==> src/hw/pbseq_pkg.sv <==
// Package for the push button power sequencer: timing constants, states and carriers.
// Assumes a 40 MHz reference clock; the tick is derived from CLK_HZ, the kill pulse width from CLK_PERIOD_NS.
package pbseq_pkg;

   // ---------------------------------------------------------------
   // Timing
   // ---------------------------------------------------------------
   localparam int unsigned CLK_HZ          = 40_000_000;
   localparam int unsigned TICK_US         = 1000;
   localparam int unsigned TICK_CYC        = (CLK_HZ / 1_000_000) * TICK_US;
   localparam int unsigned DEBOUNCE_MS     = 32;
   localparam int unsigned BLANK_MS        = 512;
   localparam int unsigned OFF_DELAY_MS    = 1024;
   localparam int unsigned LOCKOUT_MS      = 256;
   localparam int unsigned KILL_PW_NS      = 30_000;
   localparam int unsigned CLK_PERIOD_NS   = 25;
   localparam int unsigned KILL_PW_CYC     = (KILL_PW_NS + CLK_PERIOD_NS - 1) / CLK_PERIOD_NS;
   localparam int unsigned TICK_W          = 16;
   localparam int unsigned TMR_W           = 12;
   localparam int unsigned KF_W            = 11;

   // ---------------------------------------------------------------
   // Sequencer states
   // ---------------------------------------------------------------
   typedef enum logic [7:0] {
      ST_IDLE    = 8'h01,
      ST_ON_DB   = 8'h02,
      ST_BLANK   = 8'h04,
      ST_REL_ON  = 8'h08,
      ST_RUN     = 8'h10,
      ST_OFF_DB  = 8'h20,
      ST_PWR_DN  = 8'h40,
      ST_LOCKOUT = 8'h80
   } pbseq_state_t;

   // Filtered inputs as seen by the sequencer.
   typedef struct packed {
      logic button_low;
      logic kill_low;
   } pbseq_in_t;

   // Sequencer outputs: enable is the logical level before pin polarity, int_n is the pin level.
   typedef struct packed {
      logic enable;
      logic int_n;
   } pbseq_out_t;

endpackage : pbseq_pkg

==> src/hw/pbseq_sync.sv <==
// Three stage synchroniser with agreement filter for one asynchronous pin.
// Assumes the pin is a plain level from outside the ref_clk_i domain.
`timescale 1ns/1ps
`default_nettype none
module pbseq_sync
   import pbseq_pkg::*;
#(
   parameter logic RST_VAL = 1'b1
)(
   input  wire logic ref_clk_i,
   input  wire logic resetn_i,
   input  wire logic pin_i,
   output logic      level_o
);

   logic s1_r;
   logic s2_r;
   logic s3_r;
   logic level_r;

   // A change counts only once the second and third stages agree.
   wire agree = (s2_r == s3_r);

   always_ff @(posedge ref_clk_i or negedge resetn_i) begin
      if (!resetn_i) begin
         s1_r    <= RST_VAL;
         s2_r    <= RST_VAL;
         s3_r    <= RST_VAL;
         level_r <= RST_VAL;
      end else begin
         s1_r    <= pin_i;
         s2_r    <= s1_r;
         s3_r    <= s2_r;
         if (agree) begin
            level_r <= s3_r;
         end
      end
   end

   assign level_o = level_r;

endmodule : pbseq_sync
`default_nettype wire

==> src/hw/pbseq_top.sv <==
// Push button on/off power sequencer with processor power-down handshake.
// Assumes button and kill pins are asynchronous; one 40 MHz clock drives all logic.
`timescale 1ns/1ps
`default_nettype none
module pbseq_top
   import pbseq_pkg::*;
#(
   parameter logic        EN_ACTIVE_HIGH  = 1'b1,
   parameter logic [11:0] on_time_extend  = 12'h000,
   parameter logic [11:0] off_time_extend = 12'h000,
   parameter logic [11:0] DEBOUNCE_TICKS  = 12'(DEBOUNCE_MS),
   parameter logic [11:0] BLANK_TICKS     = 12'(BLANK_MS),
   parameter logic [11:0] OFF_DLY_TICKS   = 12'(OFF_DELAY_MS),
   parameter logic [11:0] LOCKOUT_TICKS   = 12'(LOCKOUT_MS),
   parameter logic [15:0] TICK_CYCLES     = 16'(TICK_CYC)
)(
   input  wire logic ref_clk_i,
   input  wire logic resetn_i,
   input  wire logic button_in_n_i,
   input  wire logic kill_n_i,
   output logic      enable_o,
   output logic      int_n_o,
   output logic      int_n_oe_o
);

   // ---------------------------------------------------------------
   // Input conditioning
   // ---------------------------------------------------------------
   logic       button_lvl;
   logic       kill_lvl;
   pbseq_in_t  in_s;

   pbseq_sync #(.RST_VAL(1'b1)) u_btn_sync (
      .ref_clk_i (ref_clk_i),
      .resetn_i  (resetn_i),
      .pin_i     (button_in_n_i),
      .level_o   (button_lvl)
   );

   pbseq_sync #(.RST_VAL(1'b1)) u_kill_sync (
      .ref_clk_i (ref_clk_i),
      .resetn_i  (resetn_i),
      .pin_i     (kill_n_i),
      .level_o   (kill_lvl)
   );

   // Kill low must persist for the minimum pulse width before it counts.
   logic [KF_W-1:0] kill_cnt_r;
   logic            kill_low_r;
   wire             kill_full = (kill_cnt_r == KF_W'(KILL_PW_CYC - 1));

   always_ff @(posedge ref_clk_i or negedge resetn_i) begin
      if (!resetn_i) begin
         kill_cnt_r <= '0;
         kill_low_r <= 1'b0;
      end else if (kill_lvl) begin
         kill_cnt_r <= '0;
         kill_low_r <= 1'b0;
      end else if (kill_full) begin
         kill_low_r <= 1'b1;
      end else begin
         kill_cnt_r <= kill_cnt_r + KF_W'(1);
      end
   end

   assign in_s.button_low = ~button_lvl;
   assign in_s.kill_low   = kill_low_r;

   // ---------------------------------------------------------------
   // Tick generator
   // ---------------------------------------------------------------
   logic [TICK_W-1:0] tick_cnt_r;
   wire               tick = (tick_cnt_r == TICK_CYCLES - 16'h0001);

   always_ff @(posedge ref_clk_i or negedge resetn_i) begin
      if (!resetn_i) begin
         tick_cnt_r <= '0;
      end else if (tick) begin
         tick_cnt_r <= '0;
      end else begin
         tick_cnt_r <= tick_cnt_r + TICK_W'(1);
      end
   end

   // ---------------------------------------------------------------
   // Sequencer
   // ---------------------------------------------------------------
   pbseq_state_t      state_r;
   pbseq_state_t      state_nxt;
   logic [TMR_W-1:0]  tmr_r;
   logic [TMR_W-1:0]  tmr_nxt;
   pbseq_out_t        out_r;
   pbseq_out_t        out_nxt;

   localparam logic [TMR_W-1:0] ON_TICKS  = TMR_W'(DEBOUNCE_TICKS + on_time_extend);
   localparam logic [TMR_W-1:0] OFF_TICKS = TMR_W'(DEBOUNCE_TICKS + off_time_extend);

   wire tmr_done = (tmr_r == '0);
   wire tmr_dec  = tick & ~tmr_done;

   always_comb begin
      state_nxt = state_r;
      tmr_nxt   = tmr_dec ? tmr_r - TMR_W'(1) : tmr_r;
      out_nxt   = out_r;
      case (state_r)
         ST_IDLE: begin
            out_nxt = '{enable: 1'b0, int_n: 1'b1};
            if (in_s.button_low) begin
               state_nxt = ST_ON_DB;
               tmr_nxt   = ON_TICKS;
            end
         end
         ST_ON_DB: begin
            if (!in_s.button_low) begin
               state_nxt = ST_IDLE;
            end else if (tmr_done) begin
               state_nxt      = ST_BLANK;
               out_nxt.enable = 1'b1;
               tmr_nxt        = BLANK_TICKS;
            end
         end
         ST_BLANK: begin
            if (tmr_done) begin
               if (in_s.kill_low) begin
                  state_nxt      = ST_IDLE;
                  out_nxt.enable = 1'b0;
               end else begin
                  state_nxt = ST_REL_ON;
                  tmr_nxt   = DEBOUNCE_TICKS;
               end
            end
         end
         ST_REL_ON: begin
            if (in_s.kill_low) begin
               state_nxt      = ST_LOCKOUT;
               out_nxt.enable = 1'b0;
               tmr_nxt        = LOCKOUT_TICKS;
            end else if (in_s.button_low) begin
               tmr_nxt = DEBOUNCE_TICKS;
            end else if (tmr_done) begin
               state_nxt = ST_RUN;
            end
         end
         ST_RUN: begin
            if (in_s.kill_low) begin
               state_nxt      = ST_LOCKOUT;
               out_nxt.enable = 1'b0;
               tmr_nxt        = LOCKOUT_TICKS;
            end else if (in_s.button_low) begin
               state_nxt = ST_OFF_DB;
               tmr_nxt   = OFF_TICKS;
            end
         end
         ST_OFF_DB: begin
            if (in_s.kill_low) begin
               state_nxt      = ST_LOCKOUT;
               out_nxt.enable = 1'b0;
               tmr_nxt        = LOCKOUT_TICKS;
            end else if (!in_s.button_low) begin
               state_nxt = ST_RUN;
            end else if (tmr_done) begin
               state_nxt     = ST_PWR_DN;
               out_nxt.int_n = 1'b0;
               tmr_nxt       = OFF_DLY_TICKS;
            end
         end
         ST_PWR_DN: begin
            if (in_s.kill_low) begin
               state_nxt = ST_LOCKOUT;
               out_nxt   = '{enable: 1'b0, int_n: 1'b1};
               tmr_nxt   = LOCKOUT_TICKS;
            end else if (tmr_done) begin
               state_nxt = ST_LOCKOUT;
               out_nxt   = '{enable: 1'b0, int_n: 1'b1};
               tmr_nxt   = LOCKOUT_TICKS;
            end
         end
         ST_LOCKOUT: begin
            // Button ignored during lockout; then its release is debounced.
            if (!tmr_done) begin
               tmr_nxt = tmr_dec ? tmr_r - TMR_W'(1) : tmr_r;
            end else if (in_s.button_low) begin
               tmr_nxt = DEBOUNCE_TICKS;
            end else if (tmr_r == '0) begin
               state_nxt = ST_IDLE;
            end
         end
         default: begin
            state_nxt = ST_IDLE;
            out_nxt   = '{enable: 1'b0, int_n: 1'b1};
         end
      endcase
   end

   always_ff @(posedge ref_clk_i or negedge resetn_i) begin
      if (!resetn_i) begin
         state_r <= ST_IDLE;
         tmr_r   <= '0;
         out_r   <= '{enable: 1'b0, int_n: 1'b1};
      end else begin
         state_r <= state_nxt;
         tmr_r   <= tmr_nxt;
         out_r   <= out_nxt;
      end
   end

   // ---------------------------------------------------------------
   // Output pins
   // ---------------------------------------------------------------
   logic en_pin_r;
   logic int_oe_r;

   always_ff @(posedge ref_clk_i or negedge resetn_i) begin
      if (!resetn_i) begin
         en_pin_r <= ~EN_ACTIVE_HIGH;
         int_oe_r <= 1'b0;
      end else begin
         en_pin_r <= out_nxt.enable ~^ ~EN_ACTIVE_HIGH ? 1'b0 : 1'b1;
         int_oe_r <= ~out_nxt.int_n;
      end
   end

   assign enable_o   = en_pin_r;
   assign int_n_o    = out_r.int_n;
   assign int_n_oe_o = int_oe_r;

endmodule : pbseq_top
`default_nettype wire

==> config.mk <==
export PLATFORM = sky130hd
export DESIGN_NAME = pbseq_top
export DESIGN_NICKNAME = d
export VERILOG_FILES = /design/src/hw/pbseq_pkg.sv /design/src/hw/pbseq_sync.sv /design/src/hw/pbseq_top.sv
export SDC_FILE = /design/constraint.sdc
export NUM_CORES = 1
export LEC_CHECK = 0
export BUFFER_PORTS_ARGS = -buffer_cell sky130_fd_sc_hd__buf_2
export CORE_MARGIN = 2
export CORE_UTILIZATION = 62
export DETAILED_ROUTE_END_ITERATION = 16
export HOLD_SLACK_MARGIN = 0.02
export PLACE_DENSITY = 0.76
export SLEW_MARGIN = 10
export SYNTH_ARGS = -nofsm -noshare
export SYNTH_HDL_FRONTEND = slang
export SYNTH_SLANG_ARGS = --single-unit
==> constraint.sdc <==
create_clock -name ref_clk_i -period 2.79 [get_ports ref_clk_i]
set_clock_uncertainty 0.1 [all_clocks]
set_input_delay 0.1395 -clock ref_clk_i [delete_from_list [all_inputs] [get_ports ref_clk_i]]
set_output_delay 0.1395 -clock ref_clk_i [all_outputs]
set_load 0.1 [all_outputs]
# Yosys cells after proc, flatten, opt, wreduce, memory -nomap -nowiden
# Index checks and enable logic that the tools add are counted.
dict set report word_totals {
  wordCells 101
  latch_bits 0
  mem_bits_ro 0
  reg_bits 60
  mem_count 0
  mem_bits_rw 0
}
dict set report op_classes {
  div 0
  n_reduce_logical 6
  mux 49
  n_lt_le_gt_ge 0
  bitwise_logic 3
  shift 0
  mul 0
  n_addsub 3
  eq_ne 23
}
# op n
set ops {}
lappend ops {{$mux W12} 13}
lappend ops {{$mux W8} 16}
lappend ops {{$pmux W12 S7} 1}
lappend ops {{$pmux W8 S8} 1}
lappend ops {{$mux W11} 2}
lappend ops {{$add A16 B1 Y16 const B} 1}
lappend ops {{$eq A16 B16 Y1 const B} 1}
lappend ops {{$mux W16} 1}
lappend ops {{$logic_not A12 Y1} 1}
lappend ops {{$sub A12 B1 Y12 const B} 1}
lappend ops {{$add A11 B1 Y11 const B} 1}
lappend ops {{$eq A11 B11 Y1 const B} 1}
lappend ops {{$mux W1} 10}
lappend ops {{$reduce_and A10 Y1} 1}
lappend ops {{$ne A3 B3 Y1 const B} 3}
lappend ops {{$eq A8 B1 Y1 const B} 1}
lappend ops {{$eq A8 B2 Y1 const B} 1}
lappend ops {{$eq A8 B3 Y1 const B} 1}
lappend ops {{$eq A8 B4 Y1 const B} 1}
lappend ops {{$eq A8 B5 Y1 const B} 1}
lappend ops {{$eq A8 B6 Y1 const B} 1}
lappend ops {{$eq A8 B7 Y1 const B} 1}
lappend ops {{$eq A8 B8 Y1 const B} 1}
lappend ops {{$ne A2 B2 Y1 const B} 3}
lappend ops {{14 further kinds} 19}

# Logic depth before layout (Yosys ltp)
# Gate-level depths: netlist (run 1).
dict set report logic_depth {
  depth_word 8
  mapped_depth 9
}

# Modules after synthesis
# From an unflattened synthesis (run 1), not the netlist that was laid out.
dict set report hier_totals {
  cells_unflattened 320
  area_unflattened_um2 3191.8
}
# mod seq_area_each_um2 area_per_inst_um2 cells_per_inst n_inst
set by_module_without_submodules {}
lappend by_module_without_submodules {pbseq_top 1278.7 2959.1 310 1}
lappend by_module_without_submodules {pbseq_sync 105.1 116.4 5 2}

# Least setup slack after synthesis (run 1)
# OpenSTA, ideal clock, no wires.
dict set report synth_path {
  kind {register to register}
  from {register state_r[0]}
  to {register state_r[5]}
  setup_time_ns 0.128
  path_slack_ns 0.579
  path_buffers 2
  arrival_ns 1.983
  required_time_ns 2.562
  period_less_slack_ns 2.211
  stages_incl_launch_ff 9
  path_cell_list {dfstp_2 buf_2 nor4_2 and3_1 clkbuf_1 or3_1 a21oi_1 nand3_2 mux2_1}
}
dict set report synth_via {
  elab_chain_cells 3
  word_cells_on_any_way 20
  cone_classes {18 x eq/ne; 1 x mux; 1 x reduce/logical}
}
# item line
set synth_rtl {}
lappend synth_rtl {{start: declaration} pbseq_top.sv:88} ;# pbseq_state_t state_r;
lappend synth_rtl {{start signal: assignment} pbseq_top.sv:201} ;# state_r <= state_nxt;
lappend synth_rtl {{$eq A8 B6 Y1, or another cell as far along} pbseq_top.sv:105} ;# case (state_r)
lappend synth_rtl {{$ne A4 B3 Y1 (no line), or another cell as far along} -}
lappend synth_rtl {{$reduce_and A10 Y1 (no line)} -}
# Parallel ways exist; a longest one is shown, timed or not.
# A chain may end at the register's enable or synchronous reset.

# Worst setup path in the final report (run 1)
dict set report layout_path {
  from {register tmr_r[0]}
  to {register state_r[5]}
}
dict set report layout_via {
  elab_chain_cells 3
  word_cells_on_any_way 8
  cone_classes {6 x eq/ne; 2 x reduce/logical}
}
# item line
set layout_rtl {}
lappend layout_rtl {{start: declaration} pbseq_top.sv:90} ;# logic [TMR_W-1:0] tmr_r;
lappend layout_rtl {{start signal: assignment} pbseq_top.sv:202} ;# tmr_r <= tmr_nxt;
lappend layout_rtl {{$logic_not A12 Y1 *} {pbseq_top.sv:98, pbseq_top.sv:184}}
lappend layout_rtl {{$ne A4 B3 Y1 (no line), or another cell as far along} -}
lappend layout_rtl {{$reduce_and A10 Y1 (no line) *} -}
# Mark *: on every way between the ends. The rest lies on a longest branch, timed or not.

==> results.yml, run 1 <==
layout:
  n_fill_cell: 382
  final_cell_mix: "dfrtp_1 (49), nor2_1 (47), nand2_1 (24), xor2_1 (23), nand3_1 (15)"
  layout_commonest_cell: "dfrtp_1"
  multi_input_area_mm2: 0.00163
  fin_nets: 351
  drive_gt1_share_pct: 15.2
  syn2layout_area_growth_pct: 11.6
  seq_area_mm2: 0.00149
  n_antenna_cell: 0
clock_network:
  cts_tree: "built"
  clock_latency_ns: 0.33
  cts_sinks: 59
  htree_levels: 3
  clockBufferDepth: 2
  clk_pin_slew_ns: 0.07
  cts_inserted_buffers: 9
  postCtsSetupBuffers: 0
  cts-root-buf: "clkbuf_8"
  cts_resized: 0
synth:
  post-synth-top-area-cell: "dfrtp_1"
  synth_cells: 330
  ys_warn_count: 0
  synth-async-reset-ratio_pct: 100
  yosys-mux-area-fraction_pct: 1.32
  synth_top_area_share_pct: 38.2
  synth_compound_area_share_pct: 10.3
  ys_types: 57
  synth_seq_area_share_pct: 46.4
  syn_area_mm2: 0.00321
  synth_top_family_by_area: "simple AND/OR/NAND/NOR gates"
  yosys-top-cells-area: "dfrtp_1 (38%), dfstp_2 (8.2%), xor2_1 (6.3%), nor2_1 (5.5%), xnor2_1 (3.3%)"
  synth_edf_count: 0
  synth_seq_cells: 59
  synthAdderAreaFrac_pct: 2.18
  syn_area_per_cell_um2: 9.73
  synthSimpleGateAreaFrac_pct: 27.3
  ys.flop_type: "dfrtp_1"
  synthXorXnorAreaFrac_pct: 9.54
  synthesis.nets: 338
timing:
  setup_tns_ns: 0
  rsz0062_at_grt: "no"
  hold_viol_final: 0
  slew_headroom_pct: 56.0
  final_max_slew_viol_count: 0
  tightest_slew_ns: 0.660
  fin_ws_ns: 0.331
  finalSetupViolations: 0
  fmax_mhz: 407
  finalCritPeriodShare_pct: 88.1
  min_period_ns: 2.46
grt:
  antenna_found_initial: 0
  grt_pass1_wl_um: 11400
  track_usage_pct: 24.5
  grt_pass1_vias: 2497
  grt_overflow: 0
  grt_start_max_net_pins: 29
place:
  place_congestion: 1.08
  dp_hpwl_um: 4500
  place_ws_ns: 0.390
  port_buffers: 6
detailed_routing:
  ant_nets: 0
  drtPass1Iterations: 5
  wl_per_cell_um: 15.6
  drc_errors: 0
  first_iter_violations: 188
  vias_per_cell: 6.04
  finalWirelength_um: 6520
  vias: 2526
floorplan:
  dieWidth_um: 76.0
  rows: 26
  start_util_pct: 63.7
  io_pins: 7
  design.core.area_mm2: 0.00504
  die-area_mm2: 0.00577
  die_h_um: 76.0
critical_path:
  path_common_cell: "a21oi_1"
  max_stage_delay_ns: 0.41
  worstSetupPathType: "reg2reg"
  critPathArrivalTime_ns: 2.57
  worstSetupStartpointType: "flip-flop"
  crit_buf_inv: 2
  critical_path.top_delay_family: "simple AND/OR/NAND/NOR gates"
  path_max_fanout: 7
  critPathSlowestCell: "dfrtp_1"
  endpoint_kind: "flip-flop"
  crit_required_ns: 2.90
  crit_chain: "inv_1, ha_1, nor4b_1, and3_1, buf_4, a21oi_1, a21oi_1, nand3_2, mux2_1"
pwr:
  fin_total_pwr_mw: 2.72
  power_leakage_nw: 1.64
  vdd_drop_max_v: 0.000464
  power_density_mw_per_mm2: 758
run:
  max_cap_viol_count: 0
worst_hold_path:
  hp-class: "reg2reg"
status:
  status: "complete, no violations"
Yosys cell counts, drive strengths merged (10+ instances only):
master	n
a21oi	15
and3	12
buf	11
dfrtp	49
dfstp	10
nand2	24
nand3	17
nand4	10
nor2	48
nor3	12
xnor2	12
xor2	23
worst reg2reg max path, stage by stage (launching register included):
cell,delay [ns]
dfrtp_1,0.41
inv_1,0.10
ha_1,0.14
nor4b_1,0.29
and3_1,0.36
buf_4,0.21
a21oi_1,0.05
a21oi_1,0.17
nand3_2,0.17
mux2_1,0.35
per-stage QoR:
step / instance area (µm²) / instances / utilization [%] / hold slack, ns
floorplan: 3210 / 330 / - / -0.256
global placement: 3310 / 399 / 65.6 / 0.0954
detailed placement: 3310 / 399 / 65.6 / 0.110
CTS: 3580 / 418 / 71.1 / 0.261
global route: 3580 / 418 / 71.1 / 0.264
finish: 3580 / 418 / 71.1 / 0.260
final timing paths:
check | start | to | slack (ns) | depth (start not counted)
max | tmr_r[0]$_DFF_PN0_ | state_r[5]$_DFFE_PN0P_ | 0.33 | 9
min | u_kill_sync.s1_r$_DFF_PN1_ | u_kill_sync.s2_r$_DFF_PN1_ | 0.26 | 0
max reg2reg | tmr_r[0]$_DFF_PN0_ | state_r[5]$_DFFE_PN0P_ | 0.33 | 9
min reg2reg | u_kill_sync.s1_r$_DFF_PN1_ | u_kill_sync.s2_r$_DFF_PN1_ | 0.26 | 0
max in group asynchronous | resetn_i | u_btn_sync.s1_r$_DFF_PN1_ | 1.58 | 3
min in group asynchronous | resetn_i | kill_cnt_r[7]$_DFFE_PN0P_ | 0.27 | 2
report_power, final:
part           internal (mW)  switching, mW
logic                  0.279          0.487
registers              0.919         0.0859
clock network          0.601          0.344
timing repair:
item / CTS / global route
endpoints found under the hold margin: 26 / 0
hold buffers: 3 / 0
setup endpoints to repair: 0 / 0
cells by family (layout without fill, tap and decap cells):
group,Yosys count,after routing
buf+inv,19,37
mux,4,4
flops,59,59
fa+ha+maj,6,6
simple gates,156,156
compound gates,51,51
xor+xnor,35,35
layout make-up:
type / instances / area share [%]
tap: 70 / 2.44
sequential: 59 / 41.6
clock buffer: 13 / 4.99
clock inverter: 3 / 1.89
inverter: 5 / 0.524
timing repair buffer: 16 / 3.14
multi-input combinational: 252 / 45.5
flip-flops by register name, indices dropped and copies added (netlist names):
signal and cells:
u_kill_sync.s3_r 1, u_btn_sync.s1_r 1, tick_cnt_r 16, int_n_o 1
kill_low_r 1, kill_cnt_r 11, int_n_oe_o 1, enable_o 1
u_btn_sync.level_o 1, state_r 8, u_btn_sync.s2_r 1, u_kill_sync.s1_r 1
u_btn_sync.s3_r 1, tmr_r 12, u_kill_sync.s2_r 1, u_kill_sync.level_o 1
metal layers:
metal	track usage, %	wire length (µm)
met3	4.98	308
met5	0	0
met1	32.1	2970
met4	11.8	125
met2	39.5	3110
Note: power is estimated with default switching activity, not from simulation.
==> inputs of run 2 (changes only) <==
--- a/config.mk
+++ b/config.mk
@@ -5,7 +5,7 @@
 export SDC_FILE = /design/constraint.sdc
 export NUM_CORES = 1
 export LEC_CHECK = 0
-export BUFFER_PORTS_ARGS = -buffer_cell sky130_fd_sc_hd__buf_2
+export BUFFER_PORTS_ARGS = -buffer_cell sky130_fd_sc_hd__clkbuf_2
 export CORE_MARGIN = 2
 export CORE_UTILIZATION = 62
 export DETAILED_ROUTE_END_ITERATION = 16
==> constraint.sdc (replaced) <==
create_clock -name ref_clk_i -period 2.79 [get_ports ref_clk_i]
set_clock_uncertainty 0.1 [all_clocks]
set_input_delay 0.1395 -clock ref_clk_i [delete_from_list [all_inputs] [get_ports ref_clk_i]]
set_output_delay 0.1395 -clock ref_clk_i [all_outputs]
set_load 0.02 [all_outputs]
==> run 2 against run 1 <==
Power shrank 12%. Register-to-register slack lost 0.12 ns. Design area shrank 2.3%. Global-route usage shrank 0.40 points. Sequential power is essentially flat. Clock power shrank 31%. First-iteration DRC count grew 74%. Worst setup slack lost 0.12 ns. Flip-flop and latch count is the same. Largest cell class unchanged. Largest power group unchanged. Highest routed layer unchanged.
==> results.yml, run 2 (synthesis results as in run 1) <==
floorplan:
  die_h_um: 76.0
  io_pins: 7
  die-area_mm2: 0.00577
  design.core.area_mm2: 0.00504
  start_util_pct: 63.7
  rows: 26
  dieWidth_um: 76.0
timing:
  slew_headroom_pct: 59.3
  fmax_mhz: 387
  rsz0062_at_grt: "no"
  hold-worst-slack_ns: 0.135
  finalCritPeriodShare_pct: 92.5
  setup_tns_ns: 0
  hold_viol_final: 0
  finalSetupViolations: 0
  min_period_ns: 2.58
  tightest_slew_ns: 0.606
  final_max_slew_viol_count: 0
critical_path:
  critPathSlowestCell: "dfrtp_1"
  critical_path.top_delay_family: "simple AND/OR/NAND/NOR gates"
  crit_cells: 8
  worstSetupStartpointType: "flip-flop"
  path_max_fanout: 9
  rrSetupSlack_ns: 0.21
  crit_buf_inv: 1
  r2r-end: "tmr_r[4]$_DFF_PN0_"
  crit_chain: "inv_1, ha_1, nor4b_1, and3_2, a21boi_2, a211o_1, nor3_4, nor2_1"
  worstSetupPathType: "reg2reg"
  reg2reg_from: "tmr_r[0]$_DFF_PN0_"
  r2r_cells: 8
  crit_required_ns: 2.88
  endpoint_kind: "flip-flop"
  critPathArrivalTime_ns: 2.67
  max_stage_delay_ns: 0.40
detailed_routing:
  ant_nets: 0
  first_iter_violations: 327
  finalWirelength_um: 6540
  vias: 2492
  drtPass1Iterations: 6
  vias_per_cell: 5.96
  wl_per_cell_um: 15.6
  drc_errors: 0
layout:
  fin_nets: 351
  final_cell_mix: "dfrtp_1 (49), nor2_1 (47), nand2_1 (24), xor2_1 (23), nand3_1 (15)"
  n_fill_cell: 392
  largest_register_ffs: 16
  syn2layout_area_growth_pct: 9.04
  drive_gt1_share_pct: 14.7
  n_antenna_cell: 0
  layout_commonest_cell: "dfrtp_1"
  largest-register: "tick_cnt_r"
  reg.largest.list: "tick_cnt_r: 16 flops, tmr_r: 12 flops, kill_cnt_r: 11 flops"
clock_network:
  postCtsSetupBuffers: 0
  cts_sinks: 59
  htree_levels: 3
  cts_tree: "built"
  clk_pin_slew_ns: 0.07
  cts_inserted_buffers: 9
  cts-root-buf: "clkbuf_8"
  clock_latency_ns: 0.33
  clockBufferDepth: 2
status:
  status: "complete, no violations"
run:
  max_cap_viol_count: 0
place:
  place_congestion: 1.02
  dp_hpwl_um: 4610
  port_buffers: 6
pwr:
  power_density_mw_per_mm2: 686
  vdd_drop_max_v: 0.000475
  power_leakage_nw: 1.60
grt:
  track_usage_pct: 24.1
  grt_pass1_vias: 2426
  grt_start_max_net_pins: 30
  grt_pass1_wl_um: 11200
  grt_overflow: 0
  antenna_found_initial: 0
worst_hold_path:
  hp-class: "in2async"
[run 2: repair_timing]
item,in CTS,in global routing
endpoints found under the setup margin,0,1
hold buffers,3,0
resized for setup,0,1
hold endpoints to repair,32,0
[run 2: worst register-to-register path, stage by stage (launching register included)]
cell,delay [ns]
dfrtp_1,0.40
inv_1,0.09
ha_1,0.15
nor4b_1,0.38
and3_2,0.39
a21boi_2,0.10
a211o_1,0.33
nor3_4,0.39
nor2_1,0.12
[run 2: per-layer routing]
layer  GRT usage, %  share of wire (%)
met5              0                  0
met4           10.9                2.4
met3           4.74                5.8
met2           38.5                 48
met1           32.3                 44
[run 2: through the flow]
| stage | total power [mW] | area, µm² | setup slack, ns | cells | utilization (%) |
|---|---|---|---|---|---|
| 2_1_floorplan | 1.56 | 3210 | 0.579 | 330 | - |
| 3_3_place_gp | 1.73 | 3310 | 0.336 | 399 | 65.6 |
| 3_5_place_dp | 1.74 | 3310 | 0.205 | 399 | 65.6 |
| 4_1_cts | 2.41 | 3500 | 0.115 | 418 | 69.4 |
| 5_1_grt | 2.55 | 3500 | 0.112 | 418 | 69.5 |
| 6_report | 2.40 | 3500 | 0.209 | 418 | 69.5 |
[run 2: area by class of cell]
class	count	area (µm²)	area share [%]
clock buffer	13	149	4.25
clock inverter	3	15.0	0.429
inverter	5	18.8	0.536
multi-input combinational	252	1630	46.6
sequential	59	1490	42.5
tap	70	87.6	2.50
timing repair buffer	16	113	3.22
[run 2: worst max-delay path by stage]
stage,start,to,slack [ns]
after global placement,tmr_r[0]$_DFF_PN0_,tmr_r[2]$_DFF_PN0_,0.34
after global routing,tmr_r[0]$_DFF_PN0_,tmr_r[4]$_DFF_PN0_,0.11
after floorplan,state_r[0]$_DFFE_PN1P_,state_r[5]$_DFFE_PN0P_,0.58
final,tmr_r[0]$_DFF_PN0_,tmr_r[4]$_DFF_PN0_,0.21
after detailed placement,tmr_r[0]$_DFF_PN0_,tmr_r[4]$_DFF_PN0_,0.21
after CTS,tmr_r[0]$_DFF_PN0_,tmr_r[4]$_DFF_PN0_,0.11
[run 2: where the power goes]
group	total [mW]	switching, mW	internal, mW	leakage, nW
Clock	0.653	0.310	0.343	0.0872
Sequential	1.01	0.0911	0.919	0.769
Combinational	0.739	0.451	0.288	0.746
==> inputs of run 3 (changes only) <==
--- a/config.mk
+++ b/config.mk
@@ -11,6 +11,7 @@
 export DETAILED_ROUTE_END_ITERATION = 16
 export HOLD_SLACK_MARGIN = 0.02
 export PLACE_DENSITY = 0.76
+export REMOVE_ABC_BUFFERS = 1
 export SLEW_MARGIN = 10
 export SYNTH_ARGS = -nofsm -noshare
 export SYNTH_HDL_FRONTEND = slang
==> constraint.sdc (replaced) <==
create_clock -name ref_clk_i -period 2.79 [get_ports ref_clk_i]
set_clock_uncertainty 0.1 [all_clocks]
set_input_delay 0.1395 -clock ref_clk_i [delete_from_list [all_inputs] [get_ports ref_clk_i]]
set_output_delay 0.1395 -clock ref_clk_i [all_outputs]
set_load 0.005 [all_outputs]
==> run 3 against run 2 <==
Fmax rose by 3.0%. Final cell count is the same. Register-to-register slack better by 0.08 ns. Power rose by 3.2%. Die area unchanged. Clock power up 16%. Sequential power about the same. Sequential share of layout area shrank 0.38 points. Flip-flop and latch count stayed put. Non-clock buffer count stayed put. Largest power group unchanged.
==> results.yml, run 3 (synthesis results as in run 1) <==
layout:
  drive_gt1_share_pct: 14.9
  layout_commonest_cell: "dfrtp_1"
  fin_nets: 351
  n_antenna_cell: 0
  fin_cells: 418
  seq_area_mm2: 0.00149
  final_cell_mix: "dfrtp_1 (49), nor2_1 (47), nand2_1 (24), xor2_1 (23), nand3_1 (15)"
  multi_input_area_mm2: 0.00163
  utilization_pct: 70.1
  largest_register_ffs: 16
  design_area_mm2: 0.00353
  reg.largest.list: "tick_cnt_r: 16 flops, tmr_r: 12 flops, kill_cnt_r: 11 flops"
  n_fill_cell: 394
  syn2layout_area_growth_pct: 10.0
  largest-register: "tick_cnt_r"
critical_path:
  worstSetupStartpointType: "flip-flop"
  r2r-end: "tmr_r[1]$_DFF_PN0_"
  r2r_cells: 8
  path_max_fanout: 11
  worstSetupPathType: "reg2reg"
  rrSetupSlack_ns: 0.28
  endpoint_kind: "flip-flop"
  crit_required_ns: 2.89
  reg2reg_from: "tmr_r[0]$_DFF_PN0_"
  critPathArrivalTime_ns: 2.60
detailed_routing:
  top_layer: "met4"
  wl_per_cell_um: 15.0
  route.met3.wl_um: 418
  drc_errors: 0
  met1Wirelength_um: 2880
  route.met2.wl_um: 2820
  first_iter_violations: 341
  ant_nets: 0
  finalWirelength_um: 6250
  vias_per_cell: 6.05
  drtPass1Iterations: 5
  vias: 2527
floorplan:
  start_util_pct: 63.7
  die-area_mm2: 0.00577
  dieWidth_um: 76.0
  design.core.area_mm2: 0.00504
  io_pins: 7
  die_h_um: 76.0
  rows: 26
pwr:
  power.switching_mw: 0.869
  power_density_mw_per_mm2: 701
  intPower_mw: 1.61
  netSwitchingFraction_pct: 35.1
  fin_total_pwr_mw: 2.48
  pwr-share-comb_pct: 28.8
  pwr-share-clk_pct: 30.6
  pwr-share-seq_pct: 40.5
  vdd_drop_max_v: 0.000622
  power_leakage_nw: 1.61
clock_network:
  cts-root-buf: "clkbuf_8"
  cts_sinks: 59
  clk_pin_slew_ns: 0.06
  postCtsSetupBuffers: 0
  cts_tree: "built"
  cts_inserted_buffers: 9
  htree_levels: 3
  clock_latency_ns: 0.34
  clockBufferDepth: 2
grt:
  grt_pass1_vias: 2463
  grt_pass1_wl_um: 11100
  grt_start_max_net_pins: 39
  track_usage_pct: 23.8
  grt_overflow: 0
  antenna_found_initial: 0
place:
  placedCellCount: 399
  place_congestion: 0.963
  place_ws_ns: 0.154
  dp_hpwl_um: 4380
  placed_cell_area_mm2: 0.00331
  port_buffers: 6
worst_hold_path:
  min_to: "u_btn_sync.s2_r$_DFF_PN1_"
  hp-class: "reg2reg"
  holdPathStages: 0
  hold_start: "u_btn_sync.s1_r$_DFF_PN1_"
status:
  status: "complete, no violations"
timing:
  slew_headroom_pct: 42.1
  finalSetupViolations: 0
  finalCritPeriodShare_pct: 89.8
  min_period_ns: 2.51
  fmax_mhz: 399
  hold-worst-slack_ns: 0.255
  rsz0062_at_grt: "no"
  hold_viol_final: 0
  setup_tns_ns: 0
  final_max_slew_viol_count: 0
  tightest_slew_ns: 0.869
  fin_ws_ns: 0.284
run:
  max_cap_viol_count: 0
run 3: cell count changes in the layout (fill, tap and decap cells not counted), sizes merged:
cell      before  now
clkinvlp       0    1
bufinv         0    1
clkbuf        19   17
run 3: worst max-delay path by stage:
stage	from	end	slack, ns	depth (start not counted)
after global routing	tmr_r[0]$_DFF_PN0_	tmr_r[2]$_DFF_PN0_	0.06	8
after detailed placement	tmr_r[0]$_DFF_PN0_	tmr_r[11]$_DFF_PN0_	0.15	8
after CTS	tmr_r[0]$_DFF_PN0_	tmr_r[1]$_DFF_PN0_	0.11	8
after global placement	tmr_r[0]$_DFF_PN0_	tmr_r[7]$_DFF_PN0_	0.28	8
final	tmr_r[0]$_DFF_PN0_	tmr_r[1]$_DFF_PN0_	0.28	8
after floorplan	tmr_r[0]$_DFF_PN0_	tmr_r[0]$_DFF_PN0_	0.48	8
run 3: power by group through the flow:
stage | sequential [mW] | clock, mW | combinational, mW
detailed placement | 1.02 | 0 | 0.696
global placement | 1.01 | 0 | 0.691
finish | 1.00 | 0.759 | 0.714
CTS | 1.00 | 0.774 | 0.705
global route | 1.01 | 0.818 | 0.790
floorplan | 1.00 | 0 | 0.514
run 3: layout make-up:
cell class / instances / share of cell area [%]
multi-input cells: 252 / 46.1
flip-flops and latches: 59 / 42.1
clock buffers: 11 / 3.72
repair buffers: 16 / 3.19
well taps: 70 / 2.48
clock inverters: 5 / 1.81
inverters: 5 / 0.531
run 3: per-layer routing:
metal	track usage [%]	vias up
li1	-	1202
met5	0	-
met2	36.9	107
met3	6.16	18
met1	32.2	1200
met4	10.2	0
run 3: repair_timing:
| item | in CTS | in global routing |
|---|---|---|
| hold endpoints to repair | 34 | 0 |
| setup endpoints to repair | 0 | 10 |
| resized for setup | 0 | 1 |
| hold buffers | 3 | 0 |
run 3: worst max-delay path: stages (launching register included):
cell      delay, ns
dfrtp_1        0.41
inv_1          0.09
ha_1           0.14
nor4b_1        0.32
and3_2         0.42
a21boi_2       0.10
a211o_1        0.32
nor3_4         0.37
a211oi_1       0.09
